`config.mk`:
```
export PLATFORM = sky130hd
export DESIGN_NAME = status_fault_readout_phrase_select
export DESIGN_NICKNAME = d
export VERILOG_FILES = /design/src/core/speech_cmd_pkg.sv /design/src/core/status_fault_readout_phrase_select.sv
export VERILOG_INCLUDE_DIRS = /design/src /design/src/core
export SDC_FILE = /design/constraint.sdc
export NUM_CORES = 1
export LEC_CHECK = 0
export BUFFER_PORTS_ARGS = -buffer_cell sky130_fd_sc_hd__buf_2
export CAP_MARGIN = 20
export CELL_PAD_IN_SITES_DETAIL_PLACEMENT = 0
export CELL_PAD_IN_SITES_GLOBAL_PLACEMENT = 2
export CORE_UTILIZATION = 36
export CTS_CLUSTER_DIAMETER = 120
export DETAILED_ROUTE_END_ITERATION = 8
export GPL_ROUTABILITY_DRIVEN = 1
export GPL_TIMING_DRIVEN = 0
export PLACE_DENSITY_LB_ADDON = 0.1
export SYNTH_ARGS = -nofsm -noshare
export SYNTH_HDL_FRONTEND = slang
export SYNTH_SLANG_ARGS = --single-unit
```
`constraint.sdc`:
```
create_clock -name pclk -period 2.7 [get_ports pclk]
set_input_delay 0.54 -clock pclk [delete_from_list [all_inputs] [get_ports pclk]]
set_output_delay 0.54 -clock pclk [all_outputs]
set_load 0.005 [all_outputs]
```
`src/core/status_fault_regs.svh`:
```
// Purpose: constants of the status, fault and phrase command slice
// Assumes: apb byte offsets, host opcodes and field positions
// Notes:   definitions only
`ifndef STATUS_FAULT_REGS_SVH
`define STATUS_FAULT_REGS_SVH

// host opcodes
`define OP_READ_STATE   8'hb0
`define OP_ROM_INFO     8'hb4
`define OP_READ_FAULT   7'h5c
`define OP_STATUS_SEL   8'hc0
`define OP_WIDE_PHRASE  8'hc4
`define OP_FAULT_CLEAR  8'hff

// status select byte
`define SEL_ZERO_BIT    7
`define SEL_PORT_BIT    6
`define SEL_SRC_HI      5
`define SEL_SRC_LO      4
`define SRC_ACTIVE      2'h0
`define SRC_ACCEPT      2'h1
`define ROUTE_A_INIT    6'h11
`define ROUTE_B_INIT    6'h01

// wide phrase bytes
`define PH_ZERO_HI      7
`define PH_ZERO_LO      6
`define PH_CH_HI        5
`define PH_CH_LO        4

// fault byte positions
`define F_OSC           7
`define F_RST           6
`define F_WDT           5
`define F_FLASH         4
`define F_SHORT         3
`define F_TEMP          2
`define F_OPEN          1
`define F_CMD           0

// apb map
`define OFF_CHAN_STATE  8'h00
`define OFF_ROM_INFO    8'h04
`define OFF_FAULT       8'h08
`define OFF_SAFE_EN     8'h0c
`define OFF_ROUTE       8'h10
`define OFF_CTRL        8'h14
`define OFF_PENDING     8'h18
`define CTRL_START_BIT  0
`define CTRL_CLEAR_BIT  1
`define ROM_INFO_RESET  8'h00

`endif

```
`src/core/speech_cmd_pkg.sv`:
```
// Purpose: shared types of the status, fault and phrase command slice
// Assumes: constants from status_fault_regs.svh
// Notes:   whole block state is one packed struct
`include "status_fault_regs.svh"
package speech_cmd_pkg;

    typedef enum logic [2:0] {
        PH_OPCODE = 3'b000,
        PH_SEL    = 3'b001,
        PH_HI     = 3'b010,
        PH_LO     = 3'b011,
        PH_RESP   = 3'b100,
        PH_DROP   = 3'b101
    } phase_e;

    typedef struct packed {
        logic [1:0] src;
        logic [3:0] mask;
    } route_s;

    typedef struct packed {
        logic [2:0]       sck_q;
        logic [2:0]       csn_q;
        logic [2:0]       si_q;
        logic             sck_f;
        logic             csn_f;
        logic             si_f;
        phase_e           phase;
        logic [2:0]       bit_cnt;
        logic [6:0]       rx;
        logic [7:0]       tx;
        logic             so;
        logic [1:0]       ph_ch;
        logic [3:0]       ph_hi;
        logic [3:0][11:0] phrase;
        logic [3:0]       pend;
        logic [3:0]       start;
        route_s           route_a;
        route_s           route_b;
        logic             stat_a;
        logic             stat_b;
        logic [7:0]       fault;
        logic             wdt_seen;
        logic [7:0]       safe_en;
        logic [7:0]       rom_info;
        logic [31:0]      prdata;
    } state_s;

endpackage

```
`src/core/status_fault_readout_phrase_select.sv`:
```
// Purpose: host command decode for state, rom info and fault reads,
//          status pin routing and wide phrase select
// Assumes: serial host link sampled on pclk; flags and detectors
//          come from logic on pclk
// Notes:   apb gives software access to the same state
`timescale 1ns/1ps
`include "status_fault_regs.svh"

// What this block does
// - read-state opcode returns active flags high nibble, accept flags low.
// - accept and active flags reflect channel processing and playback.
// - rom-info opcode returns the eight-bit sound rom information value.
// - fault-read opcode returns the eight fault bits in fixed order.
// - erroneous host command sets the command fault bit.
// - speaker open detector sets the speaker open fault bit.
// - overtemperature detector sets the overtemperature fault bit.
// - speaker short detector sets the speaker short fault bit.
// - flash error sets the flash fault bit.
// - first watchdog overflow sets the watchdog fault bit.
// - second watchdog overflow or reset counter overflow sets reset bit.
// - oscillator stop sets the oscillator stop fault bit.
// - status-select port bit chooses the first or second status pin.
// - source field picks active flag, accept flag or fault output.
// - each status pin keeps its own routing independently.
// - after reset pin a shows ch0 accept, pin b ch0 active.
// - channel mask applies to flag sources; several channels allowed.
// - wide phrase select carries channel and twelve-bit phrase.
// - wide phrase select accepted only while that channel accepts.
// - chosen phrase waits for a later start, then plays.
// - fault clear clears fault bits; persisting faults stay set.
// - each detector stays off until its enable bit is set.
module status_fault_readout_phrase_select #(
    parameter logic [7:0] ROM_INFO_INIT = `ROM_INFO_RESET
) (
    input  wire logic             pclk,
    input  wire logic             presetn,
    input  wire logic             psel,
    input  wire logic             penable,
    input  wire logic             pwrite,
    input  wire logic [7:0]       paddr,
    input  wire logic [31:0]      pwdata,
    output logic [31:0]           prdata,
    output logic                  pready,
    output logic                  pslverr,
    input  wire logic             host_sck,
    input  wire logic             host_csn,
    input  wire logic             host_si,
    output logic                  host_so,
    input  wire logic [3:0]       active_flag_n,
    input  wire logic [3:0]       cmd_accept_flag,
    input  wire logic             det_osc_stop,
    input  wire logic             det_rst_ovf,
    input  wire logic             det_wdt_ovf,
    input  wire logic             det_flash,
    input  wire logic             det_spk_short,
    input  wire logic             det_overtemp,
    input  wire logic             det_spk_open,
    output logic                  status_out_a,
    output logic                  status_out_b,
    output logic [3:0][11:0]      phrase_num_bits,
    output logic [3:0]            play_start
);

    localparam speech_cmd_pkg::state_s RST = '{
        sck_q:    3'h0,
        csn_q:    3'h7,
        si_q:     3'h0,
        sck_f:    1'b0,
        csn_f:    1'b1,
        si_f:     1'b0,
        phase:    speech_cmd_pkg::PH_OPCODE,
        bit_cnt:  3'h0,
        rx:       7'h00,
        tx:       8'h00,
        so:       1'b0,
        ph_ch:    2'h0,
        ph_hi:    4'h0,
        phrase:   48'h0,
        pend:     4'h0,
        start:    4'h0,
        route_a:  `ROUTE_A_INIT,
        route_b:  `ROUTE_B_INIT,
        stat_a:   1'b1,
        stat_b:   1'b1,
        fault:    8'h00,
        wdt_seen: 1'b0,
        safe_en:  8'h00,
        rom_info: ROM_INFO_INIT,
        prdata:   32'h0000_0000
    };

    speech_cmd_pkg::state_s s_r;
    speech_cmd_pkg::state_s s_nxt;

    logic       rise;
    logic       fall;
    logic [7:0] byte_v;
    logic [7:0] set_v;
    logic [7:0] en_v;
    logic       clr;
    logic       cmd_err;
    logic       mapped;
    logic [31:0] rd_v;

    function automatic logic route_out(
        input speech_cmd_pkg::route_s r,
        input logic [3:0]             act_n,
        input logic [3:0]             acc,
        input logic                   flt
    );
        logic v;
        v = flt;
        if (r.src == `SRC_ACTIVE) begin
            v = &(act_n | ~r.mask);
        end else if (r.src == `SRC_ACCEPT) begin
            v = &(acc | ~r.mask);
        end
        return v;
    endfunction

    always_comb begin
        s_nxt   = s_r;
        byte_v  = 8'h00;
        set_v   = 8'h00;
        en_v    = 8'h00;
        clr     = 1'b0;
        cmd_err = 1'b0;
        mapped  = 1'b1;
        rd_v    = 32'h0000_0000;

        // three-stage pin sampling, change taken when the last two stages agree
        s_nxt.sck_q = {s_r.sck_q[1:0], host_sck};
        s_nxt.csn_q = {s_r.csn_q[1:0], host_csn};
        s_nxt.si_q  = {s_r.si_q[1:0], host_si};
        if (s_r.sck_q[2] == s_r.sck_q[1]) begin
            s_nxt.sck_f = s_r.sck_q[2];
        end
        if (s_r.csn_q[2] == s_r.csn_q[1]) begin
            s_nxt.csn_f = s_r.csn_q[2];
        end
        if (s_r.si_q[2] == s_r.si_q[1]) begin
            s_nxt.si_f = s_r.si_q[2];
        end
        rise = s_nxt.sck_f & ~s_r.sck_f;
        fall = ~s_nxt.sck_f & s_r.sck_f;

        // start plays pending phrases once, then clears them
        s_nxt.start = 4'h0;
        if (psel && penable && pwrite && paddr == `OFF_CTRL) begin
            if (pwdata[`CTRL_START_BIT]) begin
                s_nxt.start = s_r.pend;
                s_nxt.pend  = 4'h0;
            end
            clr = pwdata[`CTRL_CLEAR_BIT];
        end

        // serial framing
        if (s_r.csn_f) begin
            s_nxt.phase   = speech_cmd_pkg::PH_OPCODE;
            s_nxt.bit_cnt = 3'h0;
            s_nxt.so      = 1'b0;
        end else if (rise) begin
            s_nxt.bit_cnt = s_r.bit_cnt + 3'h1;
            s_nxt.rx      = {s_r.rx[5:0], s_nxt.si_f};
            if (s_r.bit_cnt == 3'h7) begin
                byte_v = {s_r.rx, s_nxt.si_f};
                unique case (s_r.phase)
                    speech_cmd_pkg::PH_OPCODE: begin
                        s_nxt.phase = speech_cmd_pkg::PH_RESP;
                        if (byte_v == `OP_READ_STATE) begin
                            s_nxt.tx = {active_flag_n,
                                        cmd_accept_flag};
                        end else if (byte_v == `OP_ROM_INFO) begin
                            s_nxt.tx = s_r.rom_info;
                        end else if (byte_v[7:1] == `OP_READ_FAULT) begin
                            s_nxt.tx = s_r.fault;
                        end else if (byte_v == `OP_STATUS_SEL) begin
                            s_nxt.phase = speech_cmd_pkg::PH_SEL;
                        end else if (byte_v == `OP_WIDE_PHRASE) begin
                            s_nxt.phase = speech_cmd_pkg::PH_HI;
                        end else if (byte_v == `OP_FAULT_CLEAR) begin
                            clr         = 1'b1;
                            s_nxt.phase = speech_cmd_pkg::PH_DROP;
                        end else begin
                            cmd_err     = 1'b1;
                            s_nxt.phase = speech_cmd_pkg::PH_DROP;
                        end
                        if (s_nxt.phase == speech_cmd_pkg::PH_RESP) begin
                            s_nxt.so = s_nxt.tx[7];
                            s_nxt.tx = {s_nxt.tx[6:0], 1'b0};
                        end
                    end
                    speech_cmd_pkg::PH_SEL: begin
                        s_nxt.phase = speech_cmd_pkg::PH_DROP;
                        if (byte_v[`SEL_ZERO_BIT]) begin
                            cmd_err = 1'b1;
                        end else if (byte_v[`SEL_PORT_BIT]) begin
                            s_nxt.route_b = byte_v[5:0];
                        end else begin
                            s_nxt.route_a = byte_v[5:0];
                        end
                    end
                    speech_cmd_pkg::PH_HI: begin
                        s_nxt.phase = speech_cmd_pkg::PH_DROP;
                        s_nxt.ph_ch = byte_v[`PH_CH_HI:`PH_CH_LO];
                        s_nxt.ph_hi = byte_v[3:0];
                        if (byte_v[`PH_ZERO_HI] || byte_v[`PH_ZERO_LO]) begin
                            cmd_err = 1'b1;
                        end else if (!cmd_accept_flag[s_nxt.ph_ch]) begin
                            cmd_err = 1'b1;
                        end else begin
                            s_nxt.phase = speech_cmd_pkg::PH_LO;
                        end
                    end
                    speech_cmd_pkg::PH_LO: begin
                        s_nxt.phase = speech_cmd_pkg::PH_DROP;
                        s_nxt.phrase[s_r.ph_ch] = {s_r.ph_hi,
                                                   byte_v};
                        s_nxt.pend[s_r.ph_ch]   = 1'b1;
                    end
                    speech_cmd_pkg::PH_RESP,
                    speech_cmd_pkg::PH_DROP: begin
                        // bytes after a response are dropped
                        s_nxt.phase = speech_cmd_pkg::PH_DROP;
                    end
                    default: begin
                        s_nxt.phase = speech_cmd_pkg::PH_DROP;
                    end
                endcase
            end
        end else if (fall && s_r.phase == speech_cmd_pkg::PH_RESP
                     && s_r.bit_cnt != 3'h0) begin
            s_nxt.so = s_r.tx[7];
            s_nxt.tx = {s_r.tx[6:0], 1'b0};
        end

        // fault detection, each gated by its enable
        en_v = s_r.safe_en;
        set_v[`F_OSC]   = en_v[`F_OSC] & det_osc_stop;
        set_v[`F_FLASH] = en_v[`F_FLASH] & det_flash;
        set_v[`F_SHORT] = en_v[`F_SHORT] & det_spk_short;
        set_v[`F_TEMP]  = en_v[`F_TEMP] & det_overtemp;
        set_v[`F_OPEN]  = en_v[`F_OPEN] & det_spk_open;
        set_v[`F_CMD]   = en_v[`F_CMD] & cmd_err;
        set_v[`F_WDT]   = en_v[`F_WDT] & det_wdt_ovf
                          & ~s_r.wdt_seen;
        set_v[`F_RST]   = (en_v[`F_WDT] & det_wdt_ovf & s_r.wdt_seen)
                          | (en_v[`F_RST] & det_rst_ovf);
        // overflow memory: an overflow in the clear cycle is kept
        if (clr) begin
            s_nxt.wdt_seen = 1'b0;
        end
        if (en_v[`F_WDT] && det_wdt_ovf) begin
            s_nxt.wdt_seen = 1'b1;
        end
        // set wins over clear
        s_nxt.fault = (clr ? 8'h00 : s_r.fault) | set_v;

        // status pin routing
        s_nxt.stat_a = route_out(s_r.route_a, active_flag_n,
                                 cmd_accept_flag,
                                 |s_r.fault);
        s_nxt.stat_b = route_out(s_r.route_b, active_flag_n,
                                 cmd_accept_flag,
                                 |s_r.fault);

        // apb register access
        unique case (paddr)
            `OFF_CHAN_STATE: rd_v[7:0] = {active_flag_n, cmd_accept_flag};
            `OFF_ROM_INFO:   rd_v[7:0] = s_r.rom_info;
            `OFF_FAULT:      rd_v[7:0] = s_r.fault;
            `OFF_SAFE_EN:    rd_v[7:0] = s_r.safe_en;
            `OFF_ROUTE:      rd_v[11:0] = {s_r.route_b, s_r.route_a};
            `OFF_CTRL:       rd_v = 32'h0000_0000;
            `OFF_PENDING:    rd_v[3:0] = s_r.pend;
            default:         mapped = 1'b0;
        endcase
        if (psel && !penable && !pwrite) begin
            s_nxt.prdata = rd_v;
        end
        if (psel && penable && pwrite) begin
            if (paddr == `OFF_ROM_INFO) begin
                s_nxt.rom_info = pwdata[7:0];
            end
            if (paddr == `OFF_SAFE_EN) begin
                s_nxt.safe_en = pwdata[7:0];
                if (pwdata[`F_WDT] && pwdata[`F_RST]) begin
                    s_nxt.safe_en[`F_WDT] = 1'b0;
                end
            end
        end
    end

    always_ff @(posedge pclk or negedge presetn) begin
        if (!presetn) begin
            s_r <= RST;
        end else begin
            s_r <= s_nxt;
        end
    end

    assign pready          = 1'b1;
    assign pslverr         = psel & penable & ~mapped;
    assign prdata          = s_r.prdata;
    assign host_so         = s_r.so;
    assign status_out_a    = s_r.stat_a;
    assign status_out_b    = s_r.stat_b;
    assign phrase_num_bits = s_r.phrase;
    assign play_start      = s_r.start;

endmodule

```
Word-level counts from Yosys, hierarchy flattened
Cells that the tools add are included.

storage, ports and cells
  register bits = 147
  memories kept = 0
  word-level logic and storage cells = 206
  ROM bits = 0
  RAM bits = 0
  output and inout bits = 89
  bits of input ports = 63
  bits in latches = 0

cells by class
  reductions and logical operators = 39
  $lt $le $gt $ge = 3
  div/mod/pow operators = 0
  multiplexer cells = 75
  eq/ne operators = 28
  shift operators = 0
  add/subtract/negate cells = 1
  bitwise logic cells = 30
  multipliers = 0

operator list
  kind                  count
  $mux W67              1
  $mux W52              1
  $bwmux W48            1
  $mux W8               6
  $eq A8 B8 Y1 const B  5
  $mux W1               36
  $mux W3               12
  $mux W9               4
  $reduce_and A4 Y1     8
  $demux W12 S2         1
  $eq A8 B5 Y1 const B  3
  $pmux W4 S6           1
  $or A4 B4 Y4          5
  $pmux W4 S5           1
  $eq A8 B4 Y1 const B  2
  $and A1 B1 Y1         14
  $mux W13              1
  $mux W12              1
  $mux W4               3
  $mux W6               2
  $reduce_and A6 Y1     2
  $logic_and A1 B1 Y1   10
  $eq A3 B3 Y1 const B  3
  $ne A3 B2 Y1 const B  3
  other kinds (28)      50

Depth between registers and ports, before layout
  depth after elaboration = 18
  depth in mapped cells = 9
  depth with buffers taken out = 7

Least setup slack after synthesis
No wires, ideal clock.

  path kind = register to register
  start point = register s_r[149] (netlist bit)
  end point = register (tool-made name)
  data arrival time = 2,118 ps
  clock period less this slack = 2,243 ps
  path buffers = 1
  stages on the path, launching flop included = 8
  path slack = 457 ps
  setup time = 125 ps
  required time = 2,575 ps
  cells stage by stage = dfrtp_1 ha_1 ha_1 nand4b_4 or3_4 nor4_2 buf_2 mux2_2

RTL lines
  element                 RTL line                                   source
  start, declared         status_fault_readout_phrase_select.sv:92   speech_cmd_pkg::state_s s_r;
  start signal, assigned  status_fault_readout_phrase_select.sv:298  s_r <= s_nxt;

==> run_results.csv <==
group,metric,value,unit
routing,viasPerCell,4.93,
timing,finClkSkew,0.00833,ns
logic_synthesis,synthCells,647,
job,cap_violations,0,
finish,drive_above_1_share,42.6,%
place,io_buffers,104,
grt,grt_max_degree,78,
place,place_area,8370,um2
worst_setup_path,criticalPathCategory,"flip-flop to flip-flop",
power_and_ir_drop,total_leakage_power,0.00452,uW
clock_network,clk_pin_slew,0.06,ns
clock_network,postCtsSetupRepairBufs,0,
power_and_ir_drop,p_per_area,623,nW/um2
die,design.core.area,20200,um2
routing,drc,0,
routing,wl_per_cell,17.8,um
clock_network,cts_sinks,147,
clock_network,cts_root_buf,"clkbuf_16",
logic_synthesis,ys_seq_area_share,49.8,%
logic_synthesis,ys_async_sr_fraction,100,%
worst_setup_path,worstSetupStartpoint,"s_r[149]",
timing,rsz0062_at_grt,"no",
clock_network,htree_levels,4,
routing,drtIter0Drc,245,
worst_setup_path,worst_ep_arrival_time,2.80,ns
logic_synthesis,synth-seq-cells,147,
die,chipHeight,145,um
clock_network,cts_max_path_buffers,2,
place,globalplace.congestion,0.832,
timing,min_period,2.49,ns
timing,finalHoldViolations,0,
logic_synthesis,netlist_top_cells_area,"dfrtp_1 47%, mux2_2 11%, buf_4 8.7%, dfstp_2 3.2%, nand2_1 2.3%",
grt,grt_pass1_wl,30900,um
timing,slew_headroom,35.5,%
worst_setup_path,r2r_cells,7,
die,initial_utilization,36.7,%
grt,grt_pass1_vias,5453,
die,ios,152,
worst_setup_path,critPathRequiredTime,3.01,ns
logic_synthesis,synth_edf_count,0,
worst_setup_path,endpoint_kind,"flip-flop",
grt,overflow,0,
worst_setup_path,reg2reg_slack,0.21,ns
logic_synthesis,synth.top_cell.area_share,46.6,%
timing,tightest_slew,0.968,ns
place,dpl.hpwl,14100,um
clock_network,cts_tree,"yes",
timing,finalMaxSlewViolations,0,
clock_network,cts_made_buffers,17,
logic_synthesis,synth.distinct_cells,75,
logic_synthesis,syn_avg_cell_area,11.4,um2
clock_network,clk_latency,0.42,ns
power_and_ir_drop,irDropWorstVdd,0.469,mV
die,die_area,21100,um2
timing,finalCritPeriodShare,92.4,%
die,die_w,145,um
routing,num_vias,5286,
timing,setup_violations,0,
logic_synthesis,yosysTopAreaCell,"dfrtp_1",
worst_setup_path,cp_max_fo,10,
die,rows,52,
worst_setup_path,start_kind,"flip-flop",
finish,num-nets-final,856,
finish,design_area,9010,um2
worst_setup_path,r2r_start,"s_r[149]",
timing,hold_ws,0.136,ns
timing,fmax,401,MHz
logic_synthesis,yosys_warnings,0,
clock_network,cts_hold_buf,0,
grt,track_usage,19.0,%
logic_synthesis,syn-cell-area,7400,um2
status,outcome,"finished clean",
logic_synthesis,synth-main-ff-cell,"dfrtp_1",
routing,drt_first_pass_iters,5,
finish,syn2layout_area_growth,21.7,%
worst_hold_path,min_path_type,"input port to asynchronous set/reset pin",
routing,final_antenna_net_count,0,
finish,num_antenna_cells,0,
routing,drt_wl_total,19000,um
grt,grt_antenna_before_repair,0,
[placed cells by master, fill, tap and decap left out, types with 4 or more instances in the layout]
| master | synthesis | final |
|---|---|---|
| bufinv_16 | 0 | 4 |
| mux2i_1 | 8 | 8 |
| o21ai_0 | 15 | 15 |
| dfstp_2 | 9 | 9 |
| clkbuf_1 | 22 | 23 |
| mux2_4 | 10 | 10 |
| mux4_2 | 5 | 5 |
| conb_1 | 2 | 21 |
| buf_2 | 8 | 110 |
| and2_1 | 7 | 7 |
| nor2_1 | 25 | 25 |
| a21o_1 | 5 | 5 |
| buf_4 | 86 | 86 |
| a31oi_1 | 10 | 10 |
| nor3_1 | 9 | 9 |
| a22oi_1 | 8 | 8 |
| inv_1 | 21 | 21 |
| dfrtp_1 | 138 | 138 |
| nand2_1 | 46 | 46 |
| o211ai_1 | 4 | 4 |
| clkbuf_16 | 0 | 17 |
| nor4_1 | 5 | 4 |
| a32oi_1 | 6 | 6 |
| o22ai_1 | 6 | 6 |
| nand2b_1 | 7 | 7 |
| a221oi_1 | 5 | 5 |
| or4_1 | 6 | 6 |
| a21oi_1 | 12 | 12 |
| a211oi_1 | 4 | 4 |
| nand3_1 | 14 | 14 |
| a22o_1 | 5 | 5 |
| mux2_2 | 75 | 75 |
[report_power, final]
group	switching (uW)	leakage [uW]	total, uW	internal [uW]
registers	107	0.00193	2410	2300
logic	424	0.00228	687	263
clock network	962	0.000305	2530	1560
total	1490	0.00452	5620	4130
[cells by family after synthesis]
kind of cell / share of synthesized area, %
adder cells (fa/ha/maj): 0.777
AO/OA/AOI/OAI: 9.19
buffers and inverters: 11.6
AND/OR/NAND/NOR: 12.2
XOR/XNOR: 0.237
flip-flops: 49.8
other: 0.101
multiplexers: 16.0
[worst min path at each step]
stage	startpoint	to	slack, ns	depth (start not counted)
floorplan	presetn	asynchronous set/reset pin	0.24	0
global placement	s_nxt[165]	s_nxt[166]	0.34	0
detailed placement	s_nxt[165]	s_nxt[166]	0.34	0
CTS	presetn	asynchronous set/reset pin	0.18	1
global route	host_csn	s_nxt[162]	0.20	1
finish	presetn	asynchronous set/reset pin	0.14	1
[layer usage]
layer,GRT usage (%),wire length (um)
met5,0,0
met4,5.89,253
met3,3.98,746
met2,30.3,9220
met1,26.0,8820
[metrics by stage]
stage / setup WS, ns / TNS [ns] / total power [uW] / utilization [%] / cells
5_1_grt: 0.0417 / 0 / 5880 / 44.7 / 1072
2_1_floorplan: 0.457 / 0 / 2830 / - / 666
3_5_place_dp: 0.0382 / 0 / 3140 / 41.5 / 1041
6_report: 0.206 / 0 / 5620 / 44.7 / 1072
3_3_place_gp: -1.06 / -146.70 / 3130 / 41.3 / 1040
4_1_cts: 0.0308 / 0 / 5700 / 44.6 / 1072
[synth_stat cells (all sizes together) (3+ instances only)]
| cell type | instances |
|---|---|
| a32oi | 6 |
| nand3 | 14 |
| o211ai | 4 |
| a22o | 5 |
| a21oi | 12 |
| nor2 | 25 |
| clkbuf | 22 |
| o21ai | 17 |
| inv | 21 |
| or4 | 6 |
| a21o | 5 |
| and2 | 7 |
| or3 | 3 |
| a211oi | 4 |
| nor2b | 3 |
| dfstp | 9 |
| nand2 | 46 |
| a221oi | 5 |
| nor3 | 10 |
| mux2 | 85 |
| dfrtp | 138 |
| mux2i | 8 |
| nand4b | 3 |
| and4b | 3 |
| ha | 3 |
| nor4 | 8 |
| a31oi | 10 |
| nand2b | 7 |
| o22ai | 6 |
| and3 | 3 |
| nor3b | 3 |
| buf | 97 |
| a22oi | 8 |
| mux4 | 5 |
[final cells by class]
class                   count  area (um2)
multi-input cells         379        2940
repair buffers            105         554
flip-flops and latches    147        3690
clock buffers              18         429
clock inverters            13         199
well taps                 270         338
plain buffers             119         782
fillers                  1939       11200
inverters                  21        78.8
[repair_timing]
action / 4_1_cts / 5_1_grt
endpoints found under the setup margin: 0 / 34
gates resized for setup: 0 / 3
hold endpoints to repair: 0 / 0
[critical path, stage by stage, from the launching register on]
cell and delay, ns:
dfrtp_1 0.39, ha_1 0.18, ha_1 0.21, nand4b_4 0.13, or3_4 0.38, nor4_4 0.34
buf_2 0.36, mux2_2 0.38
No activity file was read; power rests on OpenSTA's default activity.
